<file path="config.mk">
export PLATFORM = sky130hd
export DESIGN_NAME = tmc_timer_compare
export DESIGN_NICKNAME = d
export VERILOG_FILES = /design/src/design/tmc_pkg.sv /design/src/design/tmc_timer_compare.sv
export SDC_FILE = /design/constraint.sdc
export NUM_CORES = 1
export LEC_CHECK = 0
export ABC_AREA = 1
export BUFFER_PORTS_ARGS = -buffer_cell sky130_fd_sc_hd__buf_2
export CAP_MARGIN = 5
export CORE_ASPECT_RATIO = 0.7
export CORE_UTILIZATION = 30
export CTS_BUF_LIST = sky130_fd_sc_hd__clkbuf_4
export CTS_CLUSTER_SIZE = 20
export DETAILED_ROUTE_END_ITERATION = 12
export GPL_ROUTABILITY_DRIVEN = 0
export PLACE_DENSITY_LB_ADDON = 0.12
export SETUP_SLACK_MARGIN = 0.2
export SKIP_LAST_GASP = 1
export SYNTH_ARGS = -nofsm -noshare
export SYNTH_HDL_FRONTEND = slang
export SYNTH_SLANG_ARGS = --single-unit
export TNS_END_PERCENT = 30
</file>
<file path="constraint.sdc">
create_clock -name clk_i -period 3.6 [get_ports clk_i]
set_clock_uncertainty 0.2 [all_clocks]
set_input_delay 1.08 -clock clk_i [delete_from_list [all_inputs] [get_ports clk_i]]
set_output_delay 1.08 -clock clk_i [all_outputs]
set_load 0.02 [all_outputs]
</file>
<file path="src/design/tmc_pkg.sv">
// constants shared by the timer output compare block
package tmc_pkg;

    // register byte offsets on the wishbone bus
    localparam logic [5:0] TMC_CTRL_OFS = 6'h00;
    localparam logic [5:0] TMC_FORCE_OFS = 6'h04;
    localparam logic [5:0] TMC_STATUS_OFS = 6'h08;
    localparam logic [5:0] TMC_COUNT_LO_OFS = 6'h0C;
    localparam logic [5:0] TMC_COUNT_HI_OFS = 6'h10;
    localparam logic [5:0] TMC_MATCH_A_LO_OFS = 6'h14;
    localparam logic [5:0] TMC_MATCH_A_HI_OFS = 6'h18;
    localparam logic [5:0] TMC_MATCH_B_LO_OFS = 6'h1C;
    localparam logic [5:0] TMC_MATCH_B_HI_OFS = 6'h20;
    localparam logic [5:0] TMC_CAPTURE_LO_OFS = 6'h24;
    localparam logic [5:0] TMC_CAPTURE_HI_OFS = 6'h28;

    // control register field positions
    localparam int TMC_CTRL_MODE_LSB = 0;
    localparam int TMC_CTRL_ACT_A_LSB = 4;
    localparam int TMC_CTRL_ACT_B_LSB = 6;
    localparam int TMC_CTRL_IEN_LSB = 8;
    // status register field positions
    localparam int TMC_STAT_FLAG_LSB = 0;
    localparam int TMC_STAT_LATCH_LSB = 2;

    // waveform_mode_sel codes
    localparam logic [3:0] TMC_MODE_NORMAL = 4'h0;
    localparam logic [3:0] TMC_MODE_PC8 = 4'h1;
    localparam logic [3:0] TMC_MODE_PC9 = 4'h2;
    localparam logic [3:0] TMC_MODE_PC10 = 4'h3;
    localparam logic [3:0] TMC_MODE_CTC_A = 4'h4;
    localparam logic [3:0] TMC_MODE_FAST8 = 4'h5;
    localparam logic [3:0] TMC_MODE_FAST9 = 4'h6;
    localparam logic [3:0] TMC_MODE_FAST10 = 4'h7;
    localparam logic [3:0] TMC_MODE_PFC_CAP = 4'h8;
    localparam logic [3:0] TMC_MODE_PFC_A = 4'h9;
    localparam logic [3:0] TMC_MODE_PC_CAP = 4'hA;
    localparam logic [3:0] TMC_MODE_PC_A = 4'hB;
    localparam logic [3:0] TMC_MODE_CTC_CAP = 4'hC;
    localparam logic [3:0] TMC_MODE_RSVD = 4'hD;
    localparam logic [3:0] TMC_MODE_FAST_CAP = 4'hE;
    localparam logic [3:0] TMC_MODE_FAST_A = 4'hF;

    // output_action_sel codes
    localparam logic [1:0] TMC_ACT_NONE = 2'h0;
    localparam logic [1:0] TMC_ACT_TOGGLE = 2'h1;
    localparam logic [1:0] TMC_ACT_CLEAR = 2'h2;
    localparam logic [1:0] TMC_ACT_SET = 2'h3;

    // fixed counter limits
    localparam logic [15:0] TMC_MAX = 16'hFFFF;
    localparam logic [15:0] TMC_BOTTOM = 16'h0000;
    localparam logic [15:0] TMC_TOP_8BIT = 16'h00FF;
    localparam logic [15:0] TMC_TOP_9BIT = 16'h01FF;
    localparam logic [15:0] TMC_TOP_10BIT = 16'h03FF;

    // reset values
    localparam logic [15:0] TMC_RST_WORD = 16'h0000;
    localparam logic [7:0] TMC_RST_BYTE = 8'h00;

    // all state of the block
    typedef struct packed {
        logic ack;
        logic [31:0] rdata;
        logic [15:0] count_value;
        logic count_down;
        logic match_block;
        logic [7:0] temp_high;
        logic [3:0] waveform_mode_sel;
        logic [1:0][1:0] output_action_sel;
        logic [1:0] match_irq_enable;
        logic [1:0] match_flag;
        logic [1:0] match_output_latch;
        logic [1:0][15:0] match_buf;
        logic [1:0][15:0] match_value_reg;
        logic [15:0] capture_value_reg;
    } tmc_state_t;

endpackage : tmc_pkg

</file>
<file path="src/design/tmc_timer_compare.sv">
// output compare channels a and b of a 16-bit timer with wishbone registers
`timescale 1ns/10ps

module tmc_timer_compare
    import tmc_pkg::*;
(
    input wire logic clk_i,
    input wire logic rst_i,
    input wire logic cyc_i,
    input wire logic stb_i,
    input wire logic we_i,
    input wire logic [5:0] adr_i,
    input wire logic [3:0] sel_i,
    input wire logic [31:0] dat_i,
    output logic [31:0] dat_o,
    output logic ack_o,
    input wire logic timer_tick_i,
    input wire logic [1:0] irq_ack_i,
    output logic [1:0] irq_o,
    input wire logic [1:0] port_out_i,
    input wire logic [1:0] pin_direction_bit_i,
    output logic [1:0] pin_o,
    output logic [1:0] pin_oe_o,
    output logic [15:0] count_value_o
);

    tmc_state_t st_r;
    tmc_state_t st_nxt;

    ////////////////////////////////////////////////////////////////////////
    // mode decode

    logic pwm_mode;
    logic dual_slope;
    logic variable_top;
    logic update_at_bottom;
    logic [15:0] top_value;

    always_comb begin
        pwm_mode = 1'b1;
        dual_slope = 1'b0;
        variable_top = 1'b0;
        update_at_bottom = 1'b0;
        top_value = TMC_MAX;
        unique case (st_r.waveform_mode_sel)
            TMC_MODE_NORMAL: begin
                pwm_mode = 1'b0;
            end
            TMC_MODE_CTC_A: begin
                pwm_mode = 1'b0;
                variable_top = 1'b1;
                top_value = st_r.match_value_reg[0];
            end
            TMC_MODE_CTC_CAP: begin
                pwm_mode = 1'b0;
                variable_top = 1'b1;
                top_value = st_r.capture_value_reg;
            end
            TMC_MODE_RSVD: begin
                pwm_mode = 1'b0;
            end
            TMC_MODE_PC8: begin
                dual_slope = 1'b1;
                top_value = TMC_TOP_8BIT;
            end
            TMC_MODE_PC9: begin
                dual_slope = 1'b1;
                top_value = TMC_TOP_9BIT;
            end
            TMC_MODE_PC10: begin
                dual_slope = 1'b1;
                top_value = TMC_TOP_10BIT;
            end
            TMC_MODE_FAST8: begin
                top_value = TMC_TOP_8BIT;
            end
            TMC_MODE_FAST9: begin
                top_value = TMC_TOP_9BIT;
            end
            TMC_MODE_FAST10: begin
                top_value = TMC_TOP_10BIT;
            end
            TMC_MODE_PFC_CAP, TMC_MODE_PC_CAP, TMC_MODE_FAST_CAP: begin
                dual_slope = (st_r.waveform_mode_sel != TMC_MODE_FAST_CAP);
                update_at_bottom =
                    (st_r.waveform_mode_sel == TMC_MODE_PFC_CAP);
                variable_top = 1'b1;
                top_value = st_r.capture_value_reg;
            end
            TMC_MODE_PFC_A, TMC_MODE_PC_A, TMC_MODE_FAST_A: begin
                dual_slope = (st_r.waveform_mode_sel != TMC_MODE_FAST_A);
                update_at_bottom = (st_r.waveform_mode_sel == TMC_MODE_PFC_A);
                variable_top = 1'b1;
                top_value = st_r.match_value_reg[0];
            end
        endcase
    end

    ////////////////////////////////////////////////////////////////////////
    // bus decode

    logic bus_req;
    logic wr_en;
    logic rd_en;
    logic [7:0] wr_byte;

    assign bus_req = cyc_i && stb_i && !st_r.ack;
    assign wr_en = bus_req && we_i && sel_i[0];
    assign rd_en = bus_req && !we_i;
    assign wr_byte = dat_i[7:0];

    ////////////////////////////////////////////////////////////////////////
    // next state

    logic count_write;
    logic at_top;
    logic at_bottom;
    logic [1:0] hit;
    logic [1:0] next_latch;
    logic [1:0] act;
    logic [15:0] full_word;

    always_comb begin
        st_nxt = st_r;
        st_nxt.ack = bus_req;
        full_word = {st_r.temp_high, wr_byte};
        count_write = wr_en && (adr_i == TMC_COUNT_LO_OFS);
        // variable top written by software is not honoured while blocked
        at_top = (st_r.count_value == top_value)
            && !(variable_top && st_r.match_block);
        at_bottom = (st_r.count_value == TMC_BOTTOM);
        next_latch = st_r.match_output_latch;
        act = 2'b00;

        // comparators and waveform actions
        for (int ch = 0; ch < 2; ch++) begin
            hit[ch] = (st_r.count_value == st_r.match_value_reg[ch])
                && !st_r.match_block;
            act = st_r.output_action_sel[ch];
            if (timer_tick_i && hit[ch]) begin
                st_nxt.match_flag[ch] = 1'b1;
                if (!pwm_mode) begin
                    unique case (act)
                        TMC_ACT_NONE: next_latch[ch] = next_latch[ch];
                        TMC_ACT_TOGGLE: next_latch[ch] = !next_latch[ch];
                        TMC_ACT_CLEAR: next_latch[ch] = 1'b0;
                        TMC_ACT_SET: next_latch[ch] = 1'b1;
                    endcase
                end else if (act[1]) begin
                    // dual slope mirrors the action on the way down
                    next_latch[ch] = act[0] ^ (dual_slope && st_r.count_down);
                end
            end
            // fast pwm restarts the pulse at bottom
            if (timer_tick_i && pwm_mode && !dual_slope && at_top
                && act[1]) begin
                next_latch[ch] = !act[0];
            end
        end

        // interrupt service and software clear, hardware set wins
        for (int ch = 0; ch < 2; ch++) begin
            if (!(timer_tick_i && hit[ch])) begin
                if (irq_ack_i[ch]) begin
                    st_nxt.match_flag[ch] = 1'b0;
                end
                if (wr_en && adr_i == TMC_STATUS_OFS
                    && wr_byte[TMC_STAT_FLAG_LSB + ch]) begin
                    st_nxt.match_flag[ch] = 1'b0;
                end
            end
        end

        // force strobe, non-pwm only, latch only
        if (wr_en && adr_i == TMC_FORCE_OFS && !pwm_mode) begin
            for (int ch = 0; ch < 2; ch++) begin
                if (wr_byte[ch]) begin
                    unique case (st_r.output_action_sel[ch])
                        TMC_ACT_NONE: next_latch[ch] = next_latch[ch];
                        TMC_ACT_TOGGLE: next_latch[ch] = !next_latch[ch];
                        TMC_ACT_CLEAR: next_latch[ch] = 1'b0;
                        TMC_ACT_SET: next_latch[ch] = 1'b1;
                    endcase
                end
            end
        end
        // latch untouched by mode changes
        st_nxt.match_output_latch = next_latch;

        // counter sequencing
        if (timer_tick_i) begin
            st_nxt.match_block = 1'b0;
            if (!dual_slope) begin
                if (at_top) begin
                    st_nxt.count_value = TMC_BOTTOM;
                end else begin
                    st_nxt.count_value = st_r.count_value + 16'h0001;
                end
            end else if (!st_r.count_down) begin
                if (at_top) begin
                    st_nxt.count_down = 1'b1;
                    st_nxt.count_value = st_r.count_value - 16'h0001;
                end else begin
                    st_nxt.count_value = st_r.count_value + 16'h0001;
                end
            end else if (at_bottom) begin
                st_nxt.count_down = 1'b0;
                st_nxt.count_value = st_r.count_value + 16'h0001;
            end else begin
                st_nxt.count_value = st_r.count_value - 16'h0001;
            end
            // buffered compare values move only at top or bottom
            if (pwm_mode && ((update_at_bottom && at_bottom)
                || (!update_at_bottom && at_top))) begin
                st_nxt.match_value_reg = st_r.match_buf;
            end
        end
        if (!dual_slope) begin
            st_nxt.count_down = 1'b0;
        end

        // software writes, counter write overrides counting
        if (count_write) begin
            st_nxt.count_value = full_word;
            st_nxt.match_block = 1'b1;
        end
        if (wr_en) begin
            unique case (adr_i)
                TMC_CTRL_OFS: begin
                    st_nxt.waveform_mode_sel =
                        dat_i[TMC_CTRL_MODE_LSB +: 4];
                    // action bits are live, never buffered
                    st_nxt.output_action_sel[0] =
                        dat_i[TMC_CTRL_ACT_A_LSB +: 2];
                    st_nxt.output_action_sel[1] =
                        dat_i[TMC_CTRL_ACT_B_LSB +: 2];
                    if (sel_i[1]) begin
                        st_nxt.match_irq_enable =
                            dat_i[TMC_CTRL_IEN_LSB +: 2];
                    end
                end
                TMC_COUNT_HI_OFS, TMC_MATCH_A_HI_OFS, TMC_MATCH_B_HI_OFS,
                TMC_CAPTURE_HI_OFS: begin
                    st_nxt.temp_high = wr_byte;
                end
                TMC_MATCH_A_LO_OFS: begin
                    st_nxt.match_buf[0] = full_word;
                    if (!pwm_mode) begin
                        st_nxt.match_value_reg[0] = full_word;
                    end
                end
                TMC_MATCH_B_LO_OFS: begin
                    st_nxt.match_buf[1] = full_word;
                    if (!pwm_mode) begin
                        st_nxt.match_value_reg[1] = full_word;
                    end
                end
                TMC_CAPTURE_LO_OFS: begin
                    st_nxt.capture_value_reg = full_word;
                end
                default: begin
                    st_nxt.temp_high = st_r.temp_high;
                end
            endcase
        end

        // read data, unmapped offsets read zero
        st_nxt.rdata = 32'h0000_0000;
        if (rd_en) begin
            unique case (adr_i)
                TMC_CTRL_OFS: begin
                    st_nxt.rdata[TMC_CTRL_MODE_LSB +: 4] =
                        st_r.waveform_mode_sel;
                    st_nxt.rdata[TMC_CTRL_ACT_A_LSB +: 2] =
                        st_r.output_action_sel[0];
                    st_nxt.rdata[TMC_CTRL_ACT_B_LSB +: 2] =
                        st_r.output_action_sel[1];
                    st_nxt.rdata[TMC_CTRL_IEN_LSB +: 2] =
                        st_r.match_irq_enable;
                end
                TMC_STATUS_OFS: begin
                    st_nxt.rdata[TMC_STAT_FLAG_LSB +: 2] = st_r.match_flag;
                    st_nxt.rdata[TMC_STAT_LATCH_LSB +: 2] =
                        st_r.match_output_latch;
                end
                TMC_COUNT_LO_OFS: begin
                    st_nxt.rdata[7:0] = st_r.count_value[7:0];
                    st_nxt.temp_high = st_r.count_value[15:8];
                end
                TMC_COUNT_HI_OFS: begin
                    st_nxt.rdata[7:0] = st_r.temp_high;
                end
                TMC_MATCH_A_LO_OFS: begin
                    st_nxt.rdata[7:0] = st_r.match_buf[0][7:0];
                end
                TMC_MATCH_A_HI_OFS: begin
                    st_nxt.rdata[7:0] = st_r.match_buf[0][15:8];
                end
                TMC_MATCH_B_LO_OFS: begin
                    st_nxt.rdata[7:0] = st_r.match_buf[1][7:0];
                end
                TMC_MATCH_B_HI_OFS: begin
                    st_nxt.rdata[7:0] = st_r.match_buf[1][15:8];
                end
                TMC_CAPTURE_LO_OFS: begin
                    st_nxt.rdata[7:0] = st_r.capture_value_reg[7:0];
                    st_nxt.temp_high = st_r.capture_value_reg[15:8];
                end
                TMC_CAPTURE_HI_OFS: begin
                    st_nxt.rdata[7:0] = st_r.temp_high;
                end
                default: begin
                    st_nxt.rdata = 32'h0000_0000;
                end
            endcase
        end
    end

    ////////////////////////////////////////////////////////////////////////
    // state register

    always_ff @(posedge clk_i) begin
        if (rst_i) begin
            st_r <= '0;
        end else begin
            st_r <= st_nxt;
        end
    end

    ////////////////////////////////////////////////////////////////////////
    // outputs

    assign ack_o = st_r.ack;
    assign dat_o = st_r.rdata;
    assign count_value_o = st_r.count_value;
    assign irq_o = st_r.match_flag & st_r.match_irq_enable;

    // capture is a plain register here; action bits never reach it
    generate
        for (genvar ch = 0; ch < 2; ch++) begin : g_pin
            assign pin_o[ch] = (st_r.output_action_sel[ch] != TMC_ACT_NONE)
                ? st_r.match_output_latch[ch] : port_out_i[ch];
            assign pin_oe_o[ch] = pin_direction_bit_i[ch];
        end
    endgenerate

endmodule : tmc_timer_compare

</file>
== Word-level counts from Yosys, hierarchy flattened ==
Cells that the tools add are included.

* Add/subtract/negate cells: 2
* Equal/unequal tests: 36
* Mux-type cells: 57
* Bitwise gates (word level): 6
* Reduce and logical (&&, ||, !) cells: 68

{| class="wikitable"
|+ Operators by type and width
! cell !! number
|-
| two-way mux 16 bit || 10
|-
| case mux 16 bit (5 select lines) || 1
|-
| two-way mux 32 bit || 2
|-
| equality test 16 bit || 3
|-
| two-way mux 48 bit || 1
|-
| two-way mux 18 bit || 2
|-
| case mux 4 bit (9 select lines) || 1
|-
| equality test 4 bit (second input constant) || 8
|-
| case mux 4 bit (8 select lines) || 1
|-
| logical AND 1 bit || 26
|-
| two-way mux 1 bit || 26
|-
| equality test 6 x 5 -> 1 bit (second input constant) || 4
|-
| equality test 6 bit (second input constant) || 3
|-
| two-way mux 17 bit || 1
|-
| adder 16 x 1 -> 16 bit (second input constant) || 1
|-
| equality test 4 x 3 -> 1 bit (second input constant) || 4
|-
| logical NOT 16 bit || 1
|-
| two-way mux 8 bit || 2
|-
| case mux 1 bit (4 select lines) || 4
|-
| case mux 8 bit (2 select lines) || 1
|-
| OR reduction 4 bit || 4
|-
| subtractor 16 x 1 -> 16 bit (second input constant) || 1
|-
| equality test 6 x 4 -> 1 bit (second input constant) || 2
|-
| logical NOT 1 bit || 12
|-
| other kinds (23) || 48
|}

* Bits in registers: 153
* Bits of input ports: 54
* Output and inout port bits: 55
* Word-level logic and storage cells: 188

== Longest topological paths before layout ==
* Word-level depth: 14
* Mapped depth: 22
* Gate-level depth less buffers: 19

== Least setup slack after synthesis ==
No wires, ideal clock.

* Kind: in2reg
* Start: in adr_i[1]
* End: reg st_r, in the netlist count_value_o[7]
* Library setup time: 0.128 ns
* Data arrival time: 2.711 ns
* Required time: 3.272 ns
* Path slack: 0.562 ns
* Stages on the path: 11
* Path buffers: 1
* Cell sequence: nor2_1 nand3_1 nor2_2 clkinv_1 nor2_1 nor2_1 inv_1 buf_2 o22ai_1 a21oi_1 nor2_1

* Word-level cells in the longest chain between the ends: 3
* Elaborated cells on any way between the ends: 4
* Classes of those cells: eq/ne (1); mux (1); reduce/logical (2)

{| class="wikitable"
|+ Ends and longest elaborated chain
! item !! RTL line !! source
|-
| start: declaration || tmc_timer_compare.sv:12 || <nowiki>input wire logic [5:0] adr_i,</nowiki>
|-
| equality test 6 x 4 -> 1 bit (*) || tmc_timer_compare.sv:127 || <nowiki>count_write = wr_en && (adr_i == TMC_COUNT_LO_OFS);</nowiki>
|-
| logical AND 1 bit (*) || tmc_timer_compare.sv:127 ||
|-
| two-way mux 16 bit / nonzero test 2 bit (equally long branches) || - ||
|-
| end signal: assignment || tmc_timer_compare.sv:326 || <nowiki>st_r <= st_nxt;</nowiki>
|-
| end: declaration || tmc_timer_compare.sv:27 || <nowiki>tmc_state_t st_r;</nowiki>
|}

Mark *: on every way between the ends. The rest lies on a longest branch, timed or not.
A chain may end at the register's enable or synchronous reset.

== Worst setup path after layout ==
* Start: reg st_r, in the netlist count_value_o[1]
* End: reg st_r[21] in the netlist's numbering

* Word-level cells in the longest chain between the ends: 10
* Elaborated cells on any way between the ends: 12
* Classes of those cells: eq/ne (1); mux (5); reduce/logical (6)

{| class="wikitable"
|+ Ends and longest elaborated chain
! item !! RTL line !! source
|-
| equality test 16 bit || tmc_timer_compare.sv:129 || <nowiki>at_top = (st_r.count_value == top_value)</nowiki>
|-
| logical AND 1 bit || tmc_timer_compare.sv:130 || <nowiki>&& !(variable_top && st_r.match_block);</nowiki>
|-
| logical AND 1 bit || tmc_timer_compare.sv:214 || <nowiki>|| (!update_at_bottom && at_top))) begin</nowiki>
|-
| logical OR 1 bit (*) || tmc_timer_compare.sv:214 ||
|-
| logical AND 1 bit (*) || tmc_timer_compare.sv:213 || <nowiki>if (pwm_mode && ((update_at_bottom && at_bottom)</nowiki>
|-
| two-way mux 32 bit (*) || tmc_timer_compare.sv:213 ||
|-
| two-way mux 32 bit (*) || tmc_timer_compare.sv:191 || <nowiki>if (timer_tick_i) begin</nowiki>
|-
| two-way mux 16 bit || tmc_timer_compare.sv:248 || <nowiki>if (!pwm_mode) begin</nowiki>
|-
| two-way mux 16 bit || tmc_timer_compare.sv:228 || <nowiki>unique case (adr_i)</nowiki>
|-
| two-way mux 48 bit (*) || tmc_timer_compare.sv:227 || <nowiki>if (wr_en) begin</nowiki>
|}

Marked as above.

==> flow_results.org <==
** Status
- The flow ran to the end, and the final reports show no timing, DRC or antenna violations.

** Timing
- At the pin with the least slew margin, the transition time is between 800 and 900 ps.
- Setup repair after global routing missed its margin :: no
- The total count of max-transition violations in the final report came to 0.
- Ratio of final minimum period to clock period :: 87.33%
- Fmax :: around 320 MHz
- Setup violations remaining at the end of the flow were counted as 0.
- Post-layout minimum cycle time :: 3144 ps
- The hold violation count in the final report was 0.
- Summed over all failing endpoints, the final setup total negative slack is 0 ps.
- Worst Setup Slack, final :: 456.2 ps
- On the final layout, the worst hold slack is roughly 270 ps.
- The worst pin sits at a relative slew slack of 44.61%.

** Route
- Final wirelength :: 34340 um
- For this run, design rule violations remaining after detail routing come to 0.
- After the first detailed-routing iteration, the DRC count stood at 894.
- In the final routed layout, each cell accounts on average for just over 20 um.
- Pre-Repair DR Iteration Count :: 5
- The count of nets left with antenna violations once routing finished came out at 0.
- Via Count :: 8430
- Dividing the detail-routed via count by the number of cells gives 5.033.

** Critical path
- The critical path contains buffers and inverters numbering 3 combined.
- Required @ worst endpoint :: 3890 ps
- Critical Path Start Type :: register
- Grouping stages by cell kind, the critical path spends the most delay in simple AND/OR/NAND/NOR gates.
- Crit path max-delay cell type :: nor4_1
- Element type at the critical path end :: register
- Critical path arrival :: 3430 ps
- Along the worst path, the maximum fanout reaches 25.
- Traced cell by cell, the critical path runs through inv_1 > ha_1 > nand2_1 > nor2_1 > nand2_1 > nor4_1 > nand4_1 > a31oi_1 > nand2_2 > inv_2 > buf_12 > nor2_1 > o21a_1.
- Crit Path Class :: register to register
- Largest incremental delay on the critical path :: 470 ps

** Clocking
- Clock insertion delay at the later pin of the skew report :: 580 ps
- Post-CTS Hold Buffers :: 0
- Clock slew at the register clock pins of the worst setup and hold paths :: 130 ps
- Master cell of the clock root buffer :: clkbuf_4
- Clk buf depth :: 2
- Clk sink count :: 131
- Post-CTS Repair Setup Buffers :: 0
- The H-tree generated during clock tree synthesis spans 4 levels.
- Post-cts sizing count :: 0
- TritonCTS built the clock tree.
- Clock buffer count from CTS :: 17

** Placed design
- Detailed placement ended at an HPWL of 26540 um.
- Number of port buffers :: a little under 60
- Prior to clock tree synthesis, the placed netlist has a worst setup slack of 231.3 ps.
- Placed cell count :: 1641
- Summing all placed instances gives a cell area of 8733 sq um.

** Logic synthesis
- In this run, synthesis inferred 0 flip-flops with an integrated enable.
- Mean post-synth cell area :: between 6 and 7 sq um
- Fraction of synthesis flops using an asynchronous set or reset pin :: 0%
- Summing the areas of all and, or, nand and nor instances in the mapped netlist gives 27.33% of the synthesized area.
- Counting every instance in the synthesized netlist gives 1262.
- Counting flops and latches in the post-synthesis netlist gives 131.
- In this run the cell area of the synthesized design comes to approximately 8200 sq um.
- By area, the combinational part of the netlist is dominated by simple AND/OR/NAND/NOR gates.
- Portion of netlist area occupied by mux cells :: 0%
- For this run, the register share of the synthesized area comes to 31.96%.
- Synth Flop Type :: dfxtp_1
- Summing the areas of all fa, ha and maj instances in the mapped netlist gives less than 1% of the synthesized area.
- Compound-Gate Fraction of Synth Area :: 20.04%
- After Yosys synthesis, XOR and XNOR cells account for roughly 4.5% of the synthesized area.
- Post-synthesis cell type count :: 42
- Synthesis warning total :: 0

** Final layout
- Cell area after layout :: 9047 sq um
- Share of final-layout standard cells stronger than drive strength 1 :: 12.15%
- The finished layout holds 1675 standard cells, fillers aside.
- From synthesis to final layout, the design area changed by 10.26%.
- Measured on the finished design, the core utilization comes to 33.79%.
- Most common library cell in the layout ignoring fill and taps :: nand2_1
- Number of nets in the finished design :: 1352
- Top library cells by usage in the layout, fill and taps aside :: nand2_1, inv_1, nor2_1, dfxtp_1, a21oi_1

** Floorplanning
- Row generation in the floorplan step produced 50 rows.
- Area of the die :: approximately 28000 sq um
- Die extent in y :: 140.4 um
- The floorplan step set the die width to 199.7 um.
- In this run the count of I/O pins placed on the die edge is 109.
- The total area inside the core boundary comes to 26780 sq um.
- Effective utilization at floorplan :: 30.64%

** Global route
- Aggregate global routing overflow :: 0
- The number of global-route vias before repair came to 7616.
- Antenna violations before repair :: 3
- Across every metal layer, demand over resource in global routing totals about 25%.
- Pin count of the biggest net entering global routing :: 53
- The first global-routing pass estimated 50670 um of wire.

** Power
- Power density over cell area :: ~320 nW/um^2
- Peak VDD IR :: 0.1772 mV
- Summing internal, switching and leakage power gives roughly 2.9 mW.
- Summed over all cells, the static leakage comes to 3.872 nW.

** Worst hold path
- The tightest min-delay check is of the register to register type.

** Run
- Max-cap violations in this run came to 0.
## logic make-up (layout without fill, tap and decap cells)
group | count (synthesis) | after routing
compound gates | 281 | 281
xor+xnor | 41 | 41
fa+ha+maj | 2 | 2
buf+inv | 281 | 307
flops | 131 | 131
other cells | 1 | 24
simple gates | 525 | 525
## synthesized netlist by cell type (2+ instances only)
cell      instances  area [sq um]
nand2_1         268          1006
inv_1           158         593.1
nor2_1          132         495.5
dfxtp_1         131          2623
a21oi_1          77         385.4
o21ai_0          76         380.4
buf_4            53         397.9
nand3_1          53         265.3
clkbuf_1         42         157.7
xor2_1           39         341.6
o22ai_1          37         231.5
nand4_1          33         206.5
a31oi_1          25         156.4
o211ai_1         14         105.1
a221oi_1         13         113.9
o21a_1           12         90.09
o21ai_1          10         50.05
a22oi_1           8         60.06
buf_2             8         40.04
clkinv_1          8         30.03
nor3_1            8         40.04
inv_2             7         26.28
nor2_2            7         43.79
nor4_1            7         43.79
buf_6             5         56.30
nand2_2           5         31.28
a211oi_1          3         22.52
nand3_2           3         30.03
o31ai_1           3         22.52
ha_1              2         25.02
nand3b_1          2         15.01
o221ai_1          2         17.52
or2_2             2         12.51
## area by class of cell
class / count / area, sq um
fillers: 3061 / 17730
diodes: 2 / 5.005
clock inverters: 13 / 165.2
inverters: 173 / 649.4
repair buffers: 102 / 645.6
flip-flops and latches: 131 / 2623
clock buffers: 19 / 142.6
well taps: 364 / 455.4
multi-input cells: 871 / 4362
## routing by layer
metal	up-vias	global-route usage [%]	wire length (um)
met1	3891	39.36	17780
met5	-	0	0
li1	4168	-	-
met4	0	4.018	305
met2	351	33.08	13110
met3	20	7.633	3151
## registers in the layout (all words and copies together) (netlist names)
| name | count |
|---|---|
| full_word | 8 |
| act | 2 |
| count_value_o | 16 |
| dat_o | 10 |
| ack_o | 1 |
| st_r | 94 |
## final timing paths
path,from,endpoint,slack (ps),cells past startpoint
min,st_r[66],st_r[34],270,2
max,count_value_o[1],st_r[21],460,13
max reg2reg,count_value_o[1],st_r[21],460,13
min reg2reg,st_r[66],st_r[34],270,2
## power by group
group / switching, mW / internal [mW]
sequential: 0.00711 / 1.46
combinational: 0.182 / 0.0664
clock: 0.610 / 0.553
total: 0.800 / 2.07
## tightest hold or removal path, cell delays in order (launching register included)
cell	delay, ps
dfxtp_1	330
nand2_1	60
a31oi_1	60
(Power assumes the default switching activity.)
